<file path="config.mk">
export PLATFORM = sky130hd
export DESIGN_NAME = event_compare_pwm_channels
export DESIGN_NICKNAME = d
export VERILOG_FILES = /design/src/event_compare_pwm_channels.v
export VERILOG_INCLUDE_DIRS = /design/src
export SDC_FILE = /design/constraint.sdc
export NUM_CORES = 1
export LEC_CHECK = 0
export BUFFER_PORTS_ARGS = -buffer_cell sky130_fd_sc_hd__buf_2
export CORE_UTILIZATION = 35
export CTS_CLUSTER_DIAMETER = 50
export CTS_CLUSTER_SIZE = 40
export DETAILED_ROUTE_END_ITERATION = 12
export HOLD_SLACK_MARGIN = 0.12
export PLACE_DENSITY = 0.57
export SETUP_SLACK_MARGIN = 0.05
export SYNTH_ARGS = -nofsm -noshare
export SYNTH_HDL_FRONTEND = slang
export SYNTH_SLANG_ARGS = --single-unit
</file>
<file path="constraint.sdc">
create_clock -name core_clk -period 4.05 [get_ports core_clk]
set_input_delay 0.2025 -clock core_clk [delete_from_list [all_inputs] [get_ports core_clk]]
set_output_delay 0.2025 -clock core_clk [all_outputs]
set_load 0.05 [all_outputs]
</file>
<file path="src/event_compare_consts.vh">
// Constants for the compare-mode event channels and their two timers.
// Assumes a 40 MHz core clock and a plain address/strobe register port.
//
// Overview of operation
// - On timer match with event time, set, clear, toggle the pin or start conversion.
// - With repeat enabled, the action recurs on every later match.
// - With repeat clear, one action only until the event time is rewritten.
// - Toggle with repeat inverts the pin and raises the channel event each match.
// - Pair bit in channel one or three control puts channels 0/1 or 2/3 on one pin.
// - Paired set and clear times one count apart give a one-count pulse.
// - A channel may invert the pin and clear its timer, restarting a PWM cycle.
// - Finest timer step is 200 ns, so fastest PWM is bounded by it.
// - Timer two on its external clock pin disables channel 0.
// - Timer two on its direction pin disables channel 1.
// - A write to a timer count register loads that timer directly.
// - One service cycle of the period engine takes 15 state times.
// - Control bit 7 picks the reference timer; matches use the reference timer.
// - Control bit 6 clear is capture mode, set is compare mode.
// - Control bits 5:4 pick none, drive low, drive high or invert.
`ifndef EVENT_COMPARE_CONSTS_VH
`define EVENT_COMPARE_CONSTS_VH

`define ADDR_TIMER_ONE_CONTROL 16'h1F98
`define ADDR_TIMER_ONE_COUNT   16'h1F9A
`define ADDR_TIMER_TWO_CONTROL 16'h1F9C
`define ADDR_TIMER_TWO_COUNT   16'h1F9E
`define ADDR_CHAN_CTRL_BASE    16'h1F60
`define ADDR_CHAN_TIME_BASE    16'h1F62
`define CHAN_STRIDE            16'h0004
`define ADDR_MATCH_STATUS      16'h1FA0
`define ADDR_SVC_ENABLE        16'h1FA2
`define ADDR_SVC_PERIOD        16'h1FA4

`define CTL_RESET_TIMER  0
`define CTL_OPPOSITE     1
`define CTL_AD_START     2
`define CTL_REPEAT       3
`define CTL_ACT_LO       4
`define CTL_ACT_HI       5
`define CTL_COMPARE      6
`define CTL_REF_TIMER    7
`define CTL_PAIR_PIN     8

`define TCTL_ENABLE      7
`define TCTL_UP          6
`define TCTL_MODE_HI     5
`define TCTL_MODE_LO     3
`define TCTL_PRE_HI      2

`define ACT_NONE         2'h0
`define ACT_LOW          2'h1
`define ACT_HIGH         2'h2
`define ACT_TOGGLE       2'h3

`define TMODE_QUAD       3'h7
`define TMODE_CASCADE    3'h6
`define PRE_RESERVED     3'h7

`define CTRL_RESET       9'h000
`define TCTL_RESET       8'h00

`define CLK_MHZ          40
`define TICK_NS          200
`define TICK_CYC         ((`TICK_NS * `CLK_MHZ) / 1000)
`define STATE_NS         50
`define SVC_STATES       15
`define SVC_CYC          ((`SVC_STATES * `STATE_NS * `CLK_MHZ) / 1000)

`endif

</file>
<file path="src/event_compare_pwm_channels.v">
// Four compare-mode event channels on two 16-bit timers, with pin pairing and a period engine.
// Assumes registers are reached by a one-cycle strobe port with read data one cycle later.
`timescale 1ns/100ps
`include "event_compare_consts.vh"

module event_compare_pwm_channels (
    // Clock and reset
    input  wire        core_clk,
    input  wire        srst,
    // Register port
    input  wire [15:0] reg_addr,
    input  wire [15:0] reg_wdata,
    input  wire        reg_wr,
    input  wire        reg_rd,
    output reg  [15:0] reg_rdata,
    // Timer pins
    input  wire        timer_one_ext_clock_pin,
    input  wire        timer_one_dir_pin,
    input  wire        timer_two_ext_clock_pin,
    input  wire        timer_two_dir_pin,
    // Channel pins and events
    output reg  [3:0]  chan_pin_out,
    output reg  [3:0]  chan_pin_oe,
    output reg  [3:0]  chan_event,
    output reg         ad_start
);

    reg  [1:0]  clk_s1_reg;
    reg  [1:0]  clk_s2_reg;
    reg  [1:0]  clk_s3_reg;
    reg  [1:0]  dir_s1_reg;
    reg  [1:0]  dir_s2_reg;
    reg  [3:0]  tick_cnt_reg;
    reg         base_tick_reg;
    reg  [7:0]  tctl_reg [0:1];
    reg  [15:0] tcnt_reg [0:1];
    reg  [5:0]  pre_cnt_reg [0:1];
    reg  [1:0]  tupd_reg;
    reg  [8:0]  ctl_reg [0:3];
    reg  [15:0] time_reg [0:3];
    reg  [3:0]  armed_reg;
    reg  [3:0]  status_reg;
    reg  [3:0]  svc_en_reg;
    reg  [15:0] period_reg;
    reg  [3:0]  pend_reg;
    reg  [4:0]  svc_cnt_reg;
    reg  [1:0]  svc_chan_reg;
    reg  [3:0]  pin_next;
    reg  [3:0]  oe_next;
    reg  [1:0]  treset_next;
    reg  [1:0]  pend_pick;
    reg         pend_any;
    reg  [3:0]  pend_next;
    reg  [15:0] rdata_next;
    reg  [2:0]  pin_idx;
    wire [3:0]  hit;
    wire [3:0]  avail;
    wire [3:0]  time_wr;
    wire [1:0]  tcnt_wr;
    wire [1:0]  tctl_wr;
    wire        svc_done;
    wire        pair_one;
    wire        pair_three;
    wire [2:0]  t2_mode;
    integer     i;
    integer     j;

    // Counter reload values, cut to the widths of the counters that they feed.
    localparam integer TICK_LAST = `TICK_CYC - 1;
    localparam integer SVC_LOAD  = `SVC_CYC;

    assign t2_mode    = tctl_reg[1][`TCTL_MODE_HI:`TCTL_MODE_LO];
    assign pair_one   = ctl_reg[1][`CTL_PAIR_PIN];
    assign pair_three = ctl_reg[3][`CTL_PAIR_PIN];
    assign svc_done   = (svc_cnt_reg == 5'h01);
    assign tctl_wr[0] = reg_wr && (reg_addr == `ADDR_TIMER_ONE_CONTROL);
    assign tctl_wr[1] = reg_wr && (reg_addr == `ADDR_TIMER_TWO_CONTROL);
    assign tcnt_wr[0] = reg_wr && (reg_addr == `ADDR_TIMER_ONE_COUNT);
    assign tcnt_wr[1] = reg_wr && (reg_addr == `ADDR_TIMER_TWO_COUNT);

    // Channel 0 shares its pin with the timer two clock, channel 1 with its direction.
    assign avail[0] = !(t2_mode[0] && (t2_mode != `TMODE_QUAD));
    assign avail[1] = !((t2_mode == 3'h2) || (t2_mode == 3'h3) ||
                        (t2_mode == `TMODE_QUAD));
    assign avail[2] = 1'b1;
    assign avail[3] = 1'b1;

    // Pin inputs pass two flip-flops; the third stage only serves edge detection.
    always @(posedge core_clk) begin
        if (srst) begin
            clk_s1_reg <= 2'h0;
            clk_s2_reg <= 2'h0;
            clk_s3_reg <= 2'h0;
            dir_s1_reg <= 2'h0;
            dir_s2_reg <= 2'h0;
        end else begin
            clk_s1_reg <= {timer_two_ext_clock_pin, timer_one_ext_clock_pin};
            clk_s2_reg <= clk_s1_reg;
            clk_s3_reg <= clk_s2_reg;
            dir_s1_reg <= {timer_two_dir_pin, timer_one_dir_pin};
            dir_s2_reg <= dir_s1_reg;
        end
    end

    // Base tick at the finest timer resolution.
    always @(posedge core_clk) begin
        if (srst) begin
            tick_cnt_reg  <= 4'h0;
            base_tick_reg <= 1'b0;
        end else begin
            base_tick_reg <= (tick_cnt_reg == TICK_LAST[3:0]);
            if (tick_cnt_reg == TICK_LAST[3:0]) begin
                tick_cnt_reg <= 4'h0;
            end else begin
                tick_cnt_reg <= tick_cnt_reg + 4'h1;
            end
        end
    end

    genvar t;
    generate
        for (t = 0; t < 2; t = t + 1) begin : timer_gen
            wire [2:0] mode;
            wire [2:0] pre;
            wire       pre_hit;
            wire       src;
            wire       up;
            wire       step;
            assign mode    = tctl_reg[t][`TCTL_MODE_HI:`TCTL_MODE_LO];
            assign pre     = tctl_reg[t][`TCTL_PRE_HI:0];
            assign pre_hit = base_tick_reg && (pre != `PRE_RESERVED) &&
                             ((pre_cnt_reg[t] & ((6'h01 << pre) - 6'h01)) ==
                              ((6'h01 << pre) - 6'h01));
            assign src     = (mode == `TMODE_QUAD) || (mode == `TMODE_CASCADE) ? 1'b0 :
                             mode[0] ? (clk_s2_reg[t] ^ clk_s3_reg[t]) : pre_hit;
            assign up      = mode[1] ? dir_s2_reg[t] : tctl_reg[t][`TCTL_UP];
            assign step    = tctl_reg[t][`TCTL_ENABLE] && src;

            always @(posedge core_clk) begin
                if (srst) begin
                    tctl_reg[t]    <= `TCTL_RESET;
                    tcnt_reg[t]    <= 16'h0000;
                    pre_cnt_reg[t] <= 6'h00;
                    tupd_reg[t]    <= 1'b0;
                end else begin
                    if (tctl_wr[t]) begin
                        tctl_reg[t] <= reg_wdata[7:0];
                    end
                    if (base_tick_reg) begin
                        pre_cnt_reg[t] <= pre_cnt_reg[t] + 6'h01;
                    end
                    // A count write or a reset by a match replaces that cycle's step.
                    tupd_reg[t] <= step && !tcnt_wr[t] && !treset_next[t];
                    if (tcnt_wr[t]) begin
                        tcnt_reg[t] <= reg_wdata;
                    end else if (treset_next[t]) begin
                        tcnt_reg[t] <= 16'h0000;
                    end else if (step) begin
                        tcnt_reg[t] <= up ? tcnt_reg[t] + 16'h0001 : tcnt_reg[t] - 16'h0001;
                    end
                end
            end
        end
    endgenerate

    genvar c;
    generate
        for (c = 0; c < 4; c = c + 1) begin : chan_gen
            localparam integer CHAN_OFS = c * `CHAN_STRIDE;
            wire        ref_sel;
            wire [15:0] ref_cnt;
            wire        ref_upd;
            wire        ctl_wr;
            wire [15:0] ctl_addr;
            wire [15:0] time_addr;
            assign ref_sel = ctl_reg[c][`CTL_REF_TIMER];
            assign ref_cnt = ref_sel ? tcnt_reg[1] : tcnt_reg[0];
            assign ref_upd = ref_sel ? tupd_reg[1] : tupd_reg[0];
            assign ctl_addr   = `ADDR_CHAN_CTRL_BASE + CHAN_OFS[15:0];
            assign time_addr  = `ADDR_CHAN_TIME_BASE + CHAN_OFS[15:0];
            assign ctl_wr     = reg_wr && (reg_addr == ctl_addr);
            assign time_wr[c] = reg_wr && (reg_addr == time_addr);
            assign hit[c] = ctl_reg[c][`CTL_COMPARE] && armed_reg[c] && avail[c] &&
                            ref_upd && (ref_cnt == time_reg[c]);

            always @(posedge core_clk) begin
                if (srst) begin
                    ctl_reg[c]   <= `CTRL_RESET;
                    time_reg[c]  <= 16'h0000;
                    armed_reg[c] <= 1'b0;
                end else begin
                    if (ctl_wr) begin
                        ctl_reg[c] <= (c == 1 || c == 3) ? reg_wdata[8:0]
                                                         : {1'b0, reg_wdata[7:0]};
                    end
                    // A time write arms the channel and wins over a period update.
                    if (time_wr[c]) begin
                        time_reg[c]  <= reg_wdata;
                        armed_reg[c] <= 1'b1;
                    end else if (svc_done && (svc_chan_reg == c)) begin
                        time_reg[c]  <= time_reg[c] + period_reg;
                        armed_reg[c] <= 1'b1;
                    end else if (hit[c] && !ctl_reg[c][`CTL_REPEAT]) begin
                        armed_reg[c] <= 1'b0;
                    end
                end
            end
        end
    endgenerate

    // Compare actions on the pins; paired channel 0 or 2 acts on its partner's pin.
    always @* begin
        pin_next    = chan_pin_out;
        treset_next = 2'h0;
        pin_idx     = 3'h0;
        for (i = 0; i < 4; i = i + 1) begin
            pin_idx = i[2:0];
            if ((i == 0 && pair_one) || (i == 2 && pair_three)) begin
                pin_idx = i[2:0] + 3'h1;
            end
            if (hit[i]) begin
                case (ctl_reg[i][`CTL_ACT_HI:`CTL_ACT_LO])
                    `ACT_LOW:    pin_next[pin_idx[1:0]] = 1'b0;
                    `ACT_HIGH:   pin_next[pin_idx[1:0]] = 1'b1;
                    `ACT_TOGGLE: pin_next[pin_idx[1:0]] = ~pin_next[pin_idx[1:0]];
                    default:     pin_next[pin_idx[1:0]] = pin_next[pin_idx[1:0]];
                endcase
                if (ctl_reg[i][`CTL_RESET_TIMER]) begin
                    if (ctl_reg[i][`CTL_REF_TIMER] ^ ctl_reg[i][`CTL_OPPOSITE]) begin
                        treset_next[1] = 1'b1;
                    end else begin
                        treset_next[0] = 1'b1;
                    end
                end
            end
        end
        for (i = 0; i < 4; i = i + 1) begin
            oe_next[i] = ctl_reg[i][`CTL_COMPARE] && avail[i];
        end
        if (pair_one) begin
            oe_next[0] = 1'b0;
            oe_next[1] = oe_next[1] || (ctl_reg[0][`CTL_COMPARE] && avail[0]);
        end
        if (pair_three) begin
            oe_next[2] = 1'b0;
            oe_next[3] = oe_next[3] || ctl_reg[2][`CTL_COMPARE];
        end
    end

    always @(posedge core_clk) begin
        if (srst) begin
            chan_pin_out <= 4'h0;
            chan_pin_oe  <= 4'h0;
            chan_event   <= 4'h0;
            ad_start     <= 1'b0;
        end else begin
            chan_pin_out <= pin_next;
            chan_pin_oe  <= oe_next;
            chan_event   <= hit;
            ad_start     <= |(hit & {ctl_reg[3][`CTL_AD_START], ctl_reg[2][`CTL_AD_START],
                                     ctl_reg[1][`CTL_AD_START], ctl_reg[0][`CTL_AD_START]});
        end
    end

    // Period engine: one pending channel at a time, lowest index first.
    always @* begin
        pend_next = pend_reg | (hit & svc_en_reg);
        pend_any  = |pend_next;
        pend_pick = pend_next[0] ? 2'h0 : pend_next[1] ? 2'h1 : pend_next[2] ? 2'h2 : 2'h3;
    end

    always @(posedge core_clk) begin
        if (srst) begin
            svc_en_reg   <= 4'h0;
            period_reg   <= 16'h0000;
            pend_reg     <= 4'h0;
            svc_cnt_reg  <= 5'h00;
            svc_chan_reg <= 2'h0;
        end else begin
            if (reg_wr && (reg_addr == `ADDR_SVC_ENABLE)) begin
                svc_en_reg <= reg_wdata[3:0];
            end
            if (reg_wr && (reg_addr == `ADDR_SVC_PERIOD)) begin
                period_reg <= reg_wdata;
            end
            if ((svc_cnt_reg == 5'h00) && pend_any) begin
                svc_cnt_reg  <= SVC_LOAD[4:0];
                svc_chan_reg <= pend_pick;
                pend_reg     <= pend_next & ~(4'h1 << pend_pick);
            end else begin
                pend_reg <= pend_next;
                if (svc_cnt_reg != 5'h00) begin
                    svc_cnt_reg <= svc_cnt_reg - 5'h01;
                end
            end
        end
    end

    // Sticky match status: write one to clear, a new match wins over the clear.
    always @(posedge core_clk) begin
        if (srst) begin
            status_reg <= 4'h0;
        end else if (reg_wr && (reg_addr == `ADDR_MATCH_STATUS)) begin
            status_reg <= (status_reg & ~reg_wdata[3:0]) | hit;
        end else begin
            status_reg <= status_reg | hit;
        end
    end

    always @* begin
        rdata_next = 16'h0000;
        case (reg_addr)
            `ADDR_TIMER_ONE_CONTROL: rdata_next = {8'h00, tctl_reg[0]};
            `ADDR_TIMER_TWO_CONTROL: rdata_next = {8'h00, tctl_reg[1]};
            `ADDR_TIMER_ONE_COUNT:   rdata_next = tcnt_reg[0];
            `ADDR_TIMER_TWO_COUNT:   rdata_next = tcnt_reg[1];
            `ADDR_MATCH_STATUS:      rdata_next = {12'h000, status_reg};
            `ADDR_SVC_ENABLE:        rdata_next = {12'h000, svc_en_reg};
            `ADDR_SVC_PERIOD:        rdata_next = period_reg;
            default: begin
                for (j = 0; j < 4; j = j + 1) begin
                    if (reg_addr == `ADDR_CHAN_CTRL_BASE + j[15:0] * `CHAN_STRIDE) begin
                        rdata_next = {7'h00, ctl_reg[j]};
                    end
                    if (reg_addr == `ADDR_CHAN_TIME_BASE + j[15:0] * `CHAN_STRIDE) begin
                        rdata_next = time_reg[j];
                    end
                end
            end
        endcase
    end

    // Read data stand only in the cycle after the read strobe and are zero otherwise.
    always @(posedge core_clk) begin
        if (srst) begin
            reg_rdata <= 16'h0000;
        end else if (reg_rd) begin
            reg_rdata <= rdata_next;
        end else begin
            reg_rdata <= 16'h0000;
        end
    end

endmodule // event_compare_pwm_channels

</file>
======== After elaboration in Yosys (flattened, before gate mapping) ========
Memories as Yosys holds them, arrays and structs flattened.
Cells that the tools add are included.
operators by class
  multiplexer cells ....................... 181
  reduce and logical (&&, ||, !) cells .... 84
  bitwise gates (word level) .............. 50
  equal/unequal tests ..................... 47
  add/sub/neg operators ................... 14
  magnitude comparators ................... 4
  shifts and indexed selects .............. 3
operators by type and width
  cell                                                   count
  2-to-1 mux 16 bit                                      27
  equality test 16 x 13 -> 1 bit, second input constant  15
  2-to-1 mux 1 bit                                       114
  case mux 16 bit (7 select lines)                       1
  adder 16 bit                                           4
  equality test 16 bit                                   4
  logical AND 1 bit                                      53
  2-to-1 mux 9 bit                                       5
  adder 16 x 1 -> 16 bit, second input constant          2
  subtractor 16 x 1 -> 16 bit, second input constant     2
  AND 4 bit                                              6
  2-to-1 mux 2 bit                                       12
  case mux 4 bit (3 select lines)                        2
  bitwise OR 1 bit                                       22
  equality test 2 bit, second input constant             10
  bitwise OR 4 bit                                       5
  bitwise mux 4 bit                                      4
  2-to-1 mux 4 bit                                       4
  2-to-1 mux 8 bit                                       2
  NOT 4 bit                                              4
  adder 6 x 1 -> 6 bit, second input constant            2
  AND 6 bit                                              2
  equality test 3 bit, second input constant             4
  equality test 6 bit                                    2
  28 further kinds                                       75
word-level totals
  memories ................................ 5
  word-level logic and storage cells ...... 415
  output and inout port bits .............. 29
  flip-flop bits (word level) ............. 85
  bits in writable memories ............... 160
memory list
  name         words  bits a word  read ports  clocked after memory_dff  wr ports  line                             text
  time_reg     4      16           4           0                         4         event_compare_pwm_channels.v:40  reg [15:0] time_reg [0:3];
  ctl_reg      4      9            4           0                         4         event_compare_pwm_channels.v:39  reg [8:0] ctl_reg [0:3];
  tcnt_reg     2      16           2           0                         2         event_compare_pwm_channels.v:36  reg [15:0] tcnt_reg [0:1];
  tctl_reg     2      8            2           0                         2         event_compare_pwm_channels.v:35  reg [7:0] tctl_reg [0:1];
  pre_cnt_reg  2      6            2           0                         2         event_compare_pwm_channels.v:37  reg [5:0] pre_cnt_reg [0:1];

======== Logic depth before layout (Yosys ltp) ========
Gate-level depths: netlist of run 1.
An unclocked memory read counts as a cell.
  word-level depth ........................ 23
  gate-level depth with buffers ........... 12
  gate-level depth less buffers ........... 12

======== Worst setup path before layout of run 1 ========
No wires, ideal clock.
  kind .................................... reg2reg
  start ................................... mem tctl_reg[1][4]
  end ..................................... mem tcnt_reg[1][12] (data pin)
  period minus slack after synthesis ...... 3490 ps
  setup slack ............................. 560 ps
  stages on the path, launching flop included .. 10
  data required time ...................... 3793 ps
  arrival ................................. 3233 ps
  path buffers ............................ 0
  library setup time ...................... 257 ps
  cell sequence ........................... edfxtp_1 mux2i_1 ha_1 a21oi_1 o21ai_0 o41a_1 a41o_1 o21a_1 or2_2 a32o_1
RTL lines
  item                line
  start: declaration  event_compare_pwm_channels.v:35
  end: declaration    event_compare_pwm_channels.v:36

==> results of run 1 <==
-- kinds of logic (layout without fill, tap and decap cells) --
kind of cell | after synthesis | after routing | share of synthesized area
simple gates | 583 | 583 | 0.1825
mux | 83 | 83 | 0.05613
flops | 243 | 243 | 0.3918
fa+ha+maj | 99 | 99 | 0.07804
xor+xnor | 149 | 149 | 0.07933
compound gates | 439 | 439 | 0.1796
buf+inv | 127 | 254 | 0.03255
-- worst max-delay path, cell delays in order (launching register included) --
cell	delay (ns)
sky130_fd_sc_hd__dfxtp_1	0.57
sky130_fd_sc_hd__ha_1	0.32
sky130_fd_sc_hd__a211oi_1	0.41
sky130_fd_sc_hd__o21a_1	0.23
sky130_fd_sc_hd__o31ai_1	0.15
sky130_fd_sc_hd__o41a_1	0.36
sky130_fd_sc_hd__and4_1	0.21
sky130_fd_sc_hd__a2111oi_0	0.64
sky130_fd_sc_hd__a21oi_1	0.18
sky130_fd_sc_hd__xnor2_1	0.17
sky130_fd_sc_hd__a22o_1	0.20
-- metrics by stage --
| stage | hold slack, ns | std cells |
|---|---|---|
| detailed placement | 0.4161 | 2379 |
| global placement | 0.4134 | 2379 |
| floorplan | 0.3307 | 1723 |
| finish | 0.1416 | 2457 |
| CTS | 0.1220 | 2457 |
| global route | 0.1449 | 2457 |
-- cell usage after synthesis (5+ instances only) --
cell / number / area [um^2]
sky130_fd_sc_hd__a211oi_1: 22 / 165.2
sky130_fd_sc_hd__a21boi_0: 6 / 45.04
sky130_fd_sc_hd__a21o_1: 15 / 112.6
sky130_fd_sc_hd__a21oi_1: 94 / 470.5
sky130_fd_sc_hd__a221oi_1: 21 / 183.9
sky130_fd_sc_hd__a222oi_1: 9 / 90.09
sky130_fd_sc_hd__a22o_1: 32 / 280.3
sky130_fd_sc_hd__a22oi_1: 26 / 195.2
sky130_fd_sc_hd__a31oi_1: 14 / 87.58
sky130_fd_sc_hd__a32o_1: 6 / 60.06
sky130_fd_sc_hd__a41o_1: 6 / 60.06
sky130_fd_sc_hd__a41oi_1: 9 / 78.83
sky130_fd_sc_hd__and2_1: 11 / 68.82
sky130_fd_sc_hd__and3_1: 70 / 437.9
sky130_fd_sc_hd__and4_1: 5 / 43.79
sky130_fd_sc_hd__buf_1: 6 / 22.52
sky130_fd_sc_hd__buf_2: 19 / 95.09
sky130_fd_sc_hd__buf_4: 5 / 37.54
sky130_fd_sc_hd__clkbuf_1: 47 / 176.4
sky130_fd_sc_hd__dfxtp_1: 85 / 1702
sky130_fd_sc_hd__edfxtp_1: 158 / 4745
sky130_fd_sc_hd__fa_1: 6 / 120.1
sky130_fd_sc_hd__ha_1: 93 / 1164
sky130_fd_sc_hd__inv_1: 46 / 172.7
sky130_fd_sc_hd__mux2i_1: 72 / 720.7
sky130_fd_sc_hd__mux4_2: 7 / 157.7
sky130_fd_sc_hd__nand2_1: 187 / 701.9
sky130_fd_sc_hd__nand2b_1: 15 / 93.84
sky130_fd_sc_hd__nand3_1: 48 / 240.2
sky130_fd_sc_hd__nand3b_1: 8 / 60.06
sky130_fd_sc_hd__nor2_1: 94 / 352.8
sky130_fd_sc_hd__nor2b_1: 29 / 181.4
sky130_fd_sc_hd__nor3_1: 36 / 180.2
sky130_fd_sc_hd__nor4_1: 24 / 150.1
sky130_fd_sc_hd__o2111ai_1: 6 / 52.55
sky130_fd_sc_hd__o211ai_1: 7 / 52.55
sky130_fd_sc_hd__o21a_1: 16 / 120.1
sky130_fd_sc_hd__o21ai_0: 102 / 510.5
sky130_fd_sc_hd__o22ai_1: 6 / 37.54
sky130_fd_sc_hd__o31ai_1: 15 / 112.6
sky130_fd_sc_hd__or2_2: 9 / 56.30
sky130_fd_sc_hd__or3_1: 14 / 87.58
sky130_fd_sc_hd__xnor2_1: 105 / 919.6
sky130_fd_sc_hd__xor2_1: 44 / 385.4
-- area by class of cell --
type | count | area [um^2]
fill | 4577 | 27450
multi-input combinational | 1353 | 9485
sequential | 243 | 6446
clock buffer | 43 | 937.1
timing repair buffer | 141 | 918.4
tap | 607 | 759.5
clock inverter | 23 | 284.0
inverter | 47 | 176.4
-- metal layers --
layer | vias to the layer above | global-route usage | wire length [um]
li1 | 6693 | - | -
met1 | 7231 | 0.3670 | 27690
met2 | 777 | 0.4055 | 27730
met3 | 150 | 0.05100 | 5736
met4 | 0 | 0.1192 | 2885
met5 | - | 0 | 0
-- power by group through the flow --
| stage | Combinational, mW | Sequential [mW] | Clock, mW |
|---|---|---|---|
| after global routing | 1.30 | 3.02 | 3.39 |
| after global placement | 1.13 | 3.07 | 0 |
| final | 1.19 | 3.03 | 3.25 |
| after floorplan | 0.824 | 2.94 | 0 |
| after CTS | 1.17 | 3.01 | 3.29 |
| after detailed placement | 1.16 | 3.06 | 0 |
-- what timing repair did --
| item | 4_1_cts | 5_1_grt |
|---|---|---|
| hold buffers | 12 | 0 |
| hold endpoints to repair | 12 | 0 |
| endpoints found under the setup margin | 0 | 0 |
| buffers inserted | 0 | 0 |
-- worst paths after layout --
kind	startpoint	to	slack, ns	depth (start not counted)
hold reg to reg	clk_s1_reg[0]	clk_s2_reg[0]	0.44	1
setup / recovery	period_reg[1]	time_reg[3][15]	0.36	10
setup reg to reg	period_reg[1]	time_reg[3][15]	0.36	10
hold / removal	reg_wdata[8]	period_reg[8]	0.14	3
==> summary.txt, run 1 <==
STA
  – Final-layout setup total negative slack: 0 ns
  – Final hold vios: 0
  – Tmin final: 3.687 ns
  – Final setup vio count: 0
  – Part of the cycle the worst path needs: 0.9104
  – Final clock skew: 0.02085 ns
  – Relative slew slack: 0.3072
  – Final-report max-slew violation count: 0
  – Worst slew pin tran: 1.039 ns
  – Maximum clock frequency: 0.2712 GHz
  – Unrepaired setup endpoints after global routing: no
  – Slack of the critical path: 0.3629 ns

Worst setup path
  – WP data arrival: 3.99 ns
  – Kind of start point of the critical path: flop
  – Category of the most critical setup path: flop to flop
  – Critical path fanouts, max: 7
  – Data required, critical path: 4.35 ns
  – Kind of end point of the critical path: flop

Floorplan
  – Standard-cell row count: 79
  – Initial Util: 0.3541
  – Total die area: 47870 um^2
  – Die span in y: 218.8 um
  – Horizontal die dimension: 218.8 um
  – Number of placed I/O pins: 69
  – Core region area: 46460 um^2

Routing
  – DRT Wirelength: 64050 um
  – DRC errors left: 0
  – Count of routing violations after the opening detailed-route iteration: 2016
  – Final routed wire length divided by cell count: 26.07 um
  – Router iterations before antenna repair: 7
  – Total number of vias: 14851
  – Final ANT Viol Nets: 0
  – Vias per Instance: 6.044

Layout
  – Area growth, synth to finish: 15.54%
  – Fin nets: 1961
  – Post-layout util: 0.4091
  – Finished layout cell area: 19010 um^2
  – Commonest non-fill, non-tap cells in the layout: 187 x sky130_fd_sc_hd__nand2_1, 158 x sky130_fd_sc_hd__edfxtp_1, 105 x sky130_fd_sc_hd__xnor2_1, 102 x sky130_fd_sc_hd__o21ai_0
  – Most common cell after layout, fill and taps aside: sky130_fd_sc_hd__nand2_1
  – Flip-flop count of the largest register after layout: 64
  – Antenna diode count: 0
  – Layout cells sized above 1: 0.1227

Clock tree
  – TritonCTS buffer count: 36
  – H-tree depth: 2
  – CTS sink cnt: 243
  – Clock tree buffer depth: 3
  – Clock root buffer: sky130_fd_sc_hd__clkbuf_16
  – Clk_lat worst skew: 0.57 ns
  – Clock-pin transition on the worst setup and hold timing paths: 0.06 ns
  – CTS tree: done
  – Cells resized by post-CTS repair: 0

Global route
  – First-pass GRT wire length: 93090 um
  – Initial antenna violation count: 0
  – GRT Util Overall: 0.2671
  – Via count of the first global-routing pass: 13722
  – Total global routing overflow: 0
  – Maximum number of pins on one net before global-route repair: 30

Logic synthesis
  – Post-synthesis net count: 1862
  – Synthesis-stage register bit count: 243
  – Post-synth cell types: 85
  – Mapped cell area: 16450 um^2
  – Fraction of synthesis flops using an asynchronous set or reset pin: 0
  – Average instance area after synthesis: 9.548 um^2
  – Number of instances in the synthesized netlist: 1723
  – Number of synthesis warnings: 0
  – Share of the yosys chip area belonging to registers: 0.3918
  – Dominant synthesized flop cell: sky130_fd_sc_hd__edfxtp_1
  – Number of enable flip-flop cells after synthesis: 158

Pwr
  – Proportion of power drawn by combinational gates: 0.159
  – Largest vdd supply drop: 398.8 uV
  – Clock group share of total power: 0.435
  – Power per cell area: 392.7 nW/um^2
  – Internal: 5.211 mW
  – Switching part of the total: 0.3017
  – Final Total Pwr: 7.464 mW
  – Sequential group share of total power: 0.405
  – Reported leakage power: 7.447 nW
  – Net switching power of the design: 2.252 mW

Place
  – Placed wire-length estimate after detailed placement: 46770 um
  – Number of input and output port buffers inserted: 68
  – Pre-CTS WS: 0.4374 ns
  – Placed Area: 17670 um^2
  – GP Congestion: 1.013

Run
  – Max-capacitance violation count: 0

Outcome
  – Result of the run: finished, final reports clean

Min path
  – Path type of the worst min-delay path: primary input to flop
(Power assumes the default switching activity.)
==> run 2: changes to the inputs <==
--- a/config.mk
+++ b/config.mk
@@ -7,12 +7,14 @@
 export NUM_CORES = 1
 export LEC_CHECK = 0
 export BUFFER_PORTS_ARGS = -buffer_cell sky130_fd_sc_hd__buf_2
-export CORE_UTILIZATION = 35
+export CELL_PAD_IN_SITES_DETAIL_PLACEMENT = 1
+export CELL_PAD_IN_SITES_GLOBAL_PLACEMENT = 1
+export CORE_UTILIZATION = 50
 export CTS_CLUSTER_DIAMETER = 50
 export CTS_CLUSTER_SIZE = 40
 export DETAILED_ROUTE_END_ITERATION = 12
 export HOLD_SLACK_MARGIN = 0.12
-export PLACE_DENSITY = 0.57
+export PLACE_DENSITY = 0.89
 export SETUP_SLACK_MARGIN = 0.05
 export SYNTH_ARGS = -nofsm -noshare
 export SYNTH_HDL_FRONTEND = slang
==> summary.txt, run 2 (same netlist as run 1, synthesis figures left out) <==
Place
  – Placed wire-length estimate after detailed placement: 49310 um
  – GP Congestion: 1.006
  – Number of input and output port buffers inserted: 68

STA
  – Worst slew pin tran: 1.057 ns
  – Final-report max-slew violation count: 0
  – Tmin final: 3.759 ns
  – Final-layout setup total negative slack: 0 ns
  – Final clock skew: 0.03117 ns
  – Final hold vios: 0
  – Final setup vio count: 0
  – Part of the cycle the worst path needs: 0.9281
  – Maximum clock frequency: 0.2660 GHz
  – Relative slew slack: 0.2951
  – Unrepaired setup endpoints after global routing: no
  – Final Hold Slack: 0.1645 ns

Min path
  – Worst hold stages: 3
  – Startpoint of the worst hold path: reg_wdata[1]
  – Path type of the worst min-delay path: primary input to flop
  – End of the worst hold path: period_reg[1]

Clock tree
  – Clock root buffer: sky130_fd_sc_hd__clkbuf_16
  – Clock tree buffer depth: 3
  – Clk_lat worst skew: 0.60 ns
  – H-tree depth: 1
  – TritonCTS buffer count: 31
  – CTS sink cnt: 243
  – CTS tree: done
  – Clock-pin transition on the worst setup and hold timing paths: 0.07 ns

Floorplan
  – Standard-cell row count: 66
  – Horizontal die dimension: 183.4 um
  – Total die area: 33630 um^2
  – Number of placed I/O pins: 69
  – Initial Util: 0.5069
  – Core region area: 32450 um^2
  – Die span in y: 183.4 um

Layout
  – Area growth, synth to finish: 13.64%
  – Layout cells sized above 1: 0.1228
  – Sequential Area: 6446 um^2
  – Number of fill cells: 3684
  – Antenna diode count: 0
  – Flip-flop count of the largest register after layout: 64
  – Fin nets: 1962
  – Combined area of the multi-input logic cells: 9472 um^2
  – Most common cell after layout, fill and taps aside: sky130_fd_sc_hd__nand2_1
  – Commonest non-fill, non-tap cells in the layout: 187 x sky130_fd_sc_hd__nand2_1, 158 x sky130_fd_sc_hd__edfxtp_1, 105 x sky130_fd_sc_hd__xnor2_1, 102 x sky130_fd_sc_hd__o21ai_0
  – Post-layout util: 0.5761

Worst setup path
  – WP data arrival: 4.12 ns
  – Data required, critical path: 4.41 ns
  – End of the worst register-to-register path: tcnt_reg[0][15]
  – Cells on worst reg2reg path: 9
  – Startpoint of the most critical register-to-register path: ctl_reg[0][7]
  – Critical path fanouts, max: 11
  – Reg2Reg Setup Slack: 0.29 ns
  – Slowest cell on the critical path: sky130_fd_sc_hd__edfxtp_1
  – Category of the most critical setup path: flop to flop
  – Kind of end point of the critical path: flop
  – List of cells traversed by the critical path: mux2i_1 > xnor2_1 > or4b_2 > nor3b_1 > and4_1 > a31oi_1 > nand3_1 > inv_1 > a32o_1
  – Kind of start point of the critical path: flop
  – Slowest cell delay on critical path: 0.77 ns

Global route
  – Initial antenna violation count: 1
  – Maximum number of pins on one net before global-route repair: 65
  – Via count of the first global-routing pass: 16112
  – First-pass GRT wire length: 100300 um
  – Total global routing overflow: 0
  – GRT Util Overall: 0.4004

Routing
  – DRT Wirelength: 67200 um
  – Vias per Instance: 6.885
  – Router iterations before antenna repair: 6
  – Total number of vias: 15766
  – Count of routing violations after the opening detailed-route iteration: 1964
  – Final routed wire length divided by cell count: 29.35 um
  – DRC errors left: 0
  – Final ANT Viol Nets: 0

Outcome
  – Result of the run: finished, final reports clean

Pwr
  – Net switching power of the design: 2.318 mW
  – Clock group share of total power: 0.405
  – Largest vdd supply drop: 329.3 uV
  – Reported leakage power: 7.412 nW
  – Switching part of the total: 0.3250
  – Power per cell area: 381.5 nW/um^2
  – Final Total Pwr: 7.132 mW
  – Proportion of power drawn by combinational gates: 0.171
  – Sequential group share of total power: 0.424
  – Internal: 4.814 mW

Run
  – Max-capacitance violation count: 0
## run 2: cell count changes in the layout (fill, tap and decap cells not counted), sizes merged
cell / before / now
buf: 129 / 132
bufinv: 4 / 0
clkbuf: 43 / 35
clkinvlp: 4 / 2
inv: 54 / 56
dlygate4sd3: 12 / 15
clkinv: 8 / 12
## run 2: how the worst max path moves through the flow
stage	startpoint	end	slack, ns	cells past startpoint
final	ctl_reg[0][7]	tcnt_reg[0][15]	0.29	9
after global routing	period_reg[1]	time_reg[3][15]	0.15	10
after CTS	ctl_reg[0][7]	tcnt_reg[0][15]	0.35	9
after detailed placement	period_reg[1]	time_reg[3][15]	0.40	10
after global placement	period_reg[1]	time_reg[3][15]	0.51	10
after floorplan	tctl_reg[1][4]	tcnt_reg[1][12]	0.56	9
## run 2: timing repair
item                                    in CTS  in global routing
endpoints found under the setup margin       0                  0
gates resized for setup                      0                  0
setup buffers                                0                  0
hold endpoints to repair                    22                  0
hold buffers                                15                  0
## run 2: worst max-delay path, delay by kind of cell, from the launching register on
| family | cells | cell delay [ns] |
|---|---|---|
| multiplexers | 1 | 0.37 |
| flip-flops | 1 | 0.77 |
| XOR/XNOR | 1 | 0.12 |
| AND/OR/NAND/NOR | 4 | 1.54 |
| buffers and inverters | 1 | 0.18 |
| AO/OA/AOI/OAI | 2 | 0.55 |
## run 2: power by group through the flow
stage | combinational (mW) | sequential (mW) | clock, mW
final | 1.22 | 3.02 | 2.88
after global routing | 1.32 | 3.02 | 2.97
after CTS | 1.20 | 3.00 | 2.88
after detailed placement | 1.17 | 3.05 | 0
after global placement | 1.12 | 3.05 | 0
after floorplan | 0.824 | 2.94 | 0
## run 2: routing by layer
layer  up-vias  routed length (um)  global-route usage  part of all wire
met1      7779               25420              0.5130              0.38
met4         0                4394              0.2203             0.065
met2      1007               30290              0.6358              0.45
met3       300                7096             0.07705              0.11
met5         -                   0                   0                 0
li1       6680                   -                   -                 -
## run 2: final cells by class
| cell class | instances | share of cell area |
|---|---|---|
| Timing Repair Buffer | 147 | 0.05193 |
| Tap cell | 442 | 0.02958 |
| Clock inverter | 23 | 0.01305 |
| Inverter | 47 | 0.009436 |
| Multi-Input combinational cell | 1353 | 0.5066 |
| Sequential cell | 243 | 0.3448 |
| Clock buffer | 35 | 0.04457 |
## run 2: metrics by stage
stage | setup WS (ns) | instances | cell area [um^2]
after global placement | 0.5144 | 2217 | 17470
after global routing | 0.1481 | 2290 | 18700
after CTS | 0.3547 | 2290 | 18700
final | 0.2911 | 2290 | 18700
after detailed placement | 0.3994 | 2217 | 17470
after floorplan | 0.5598 | 1723 | 16450
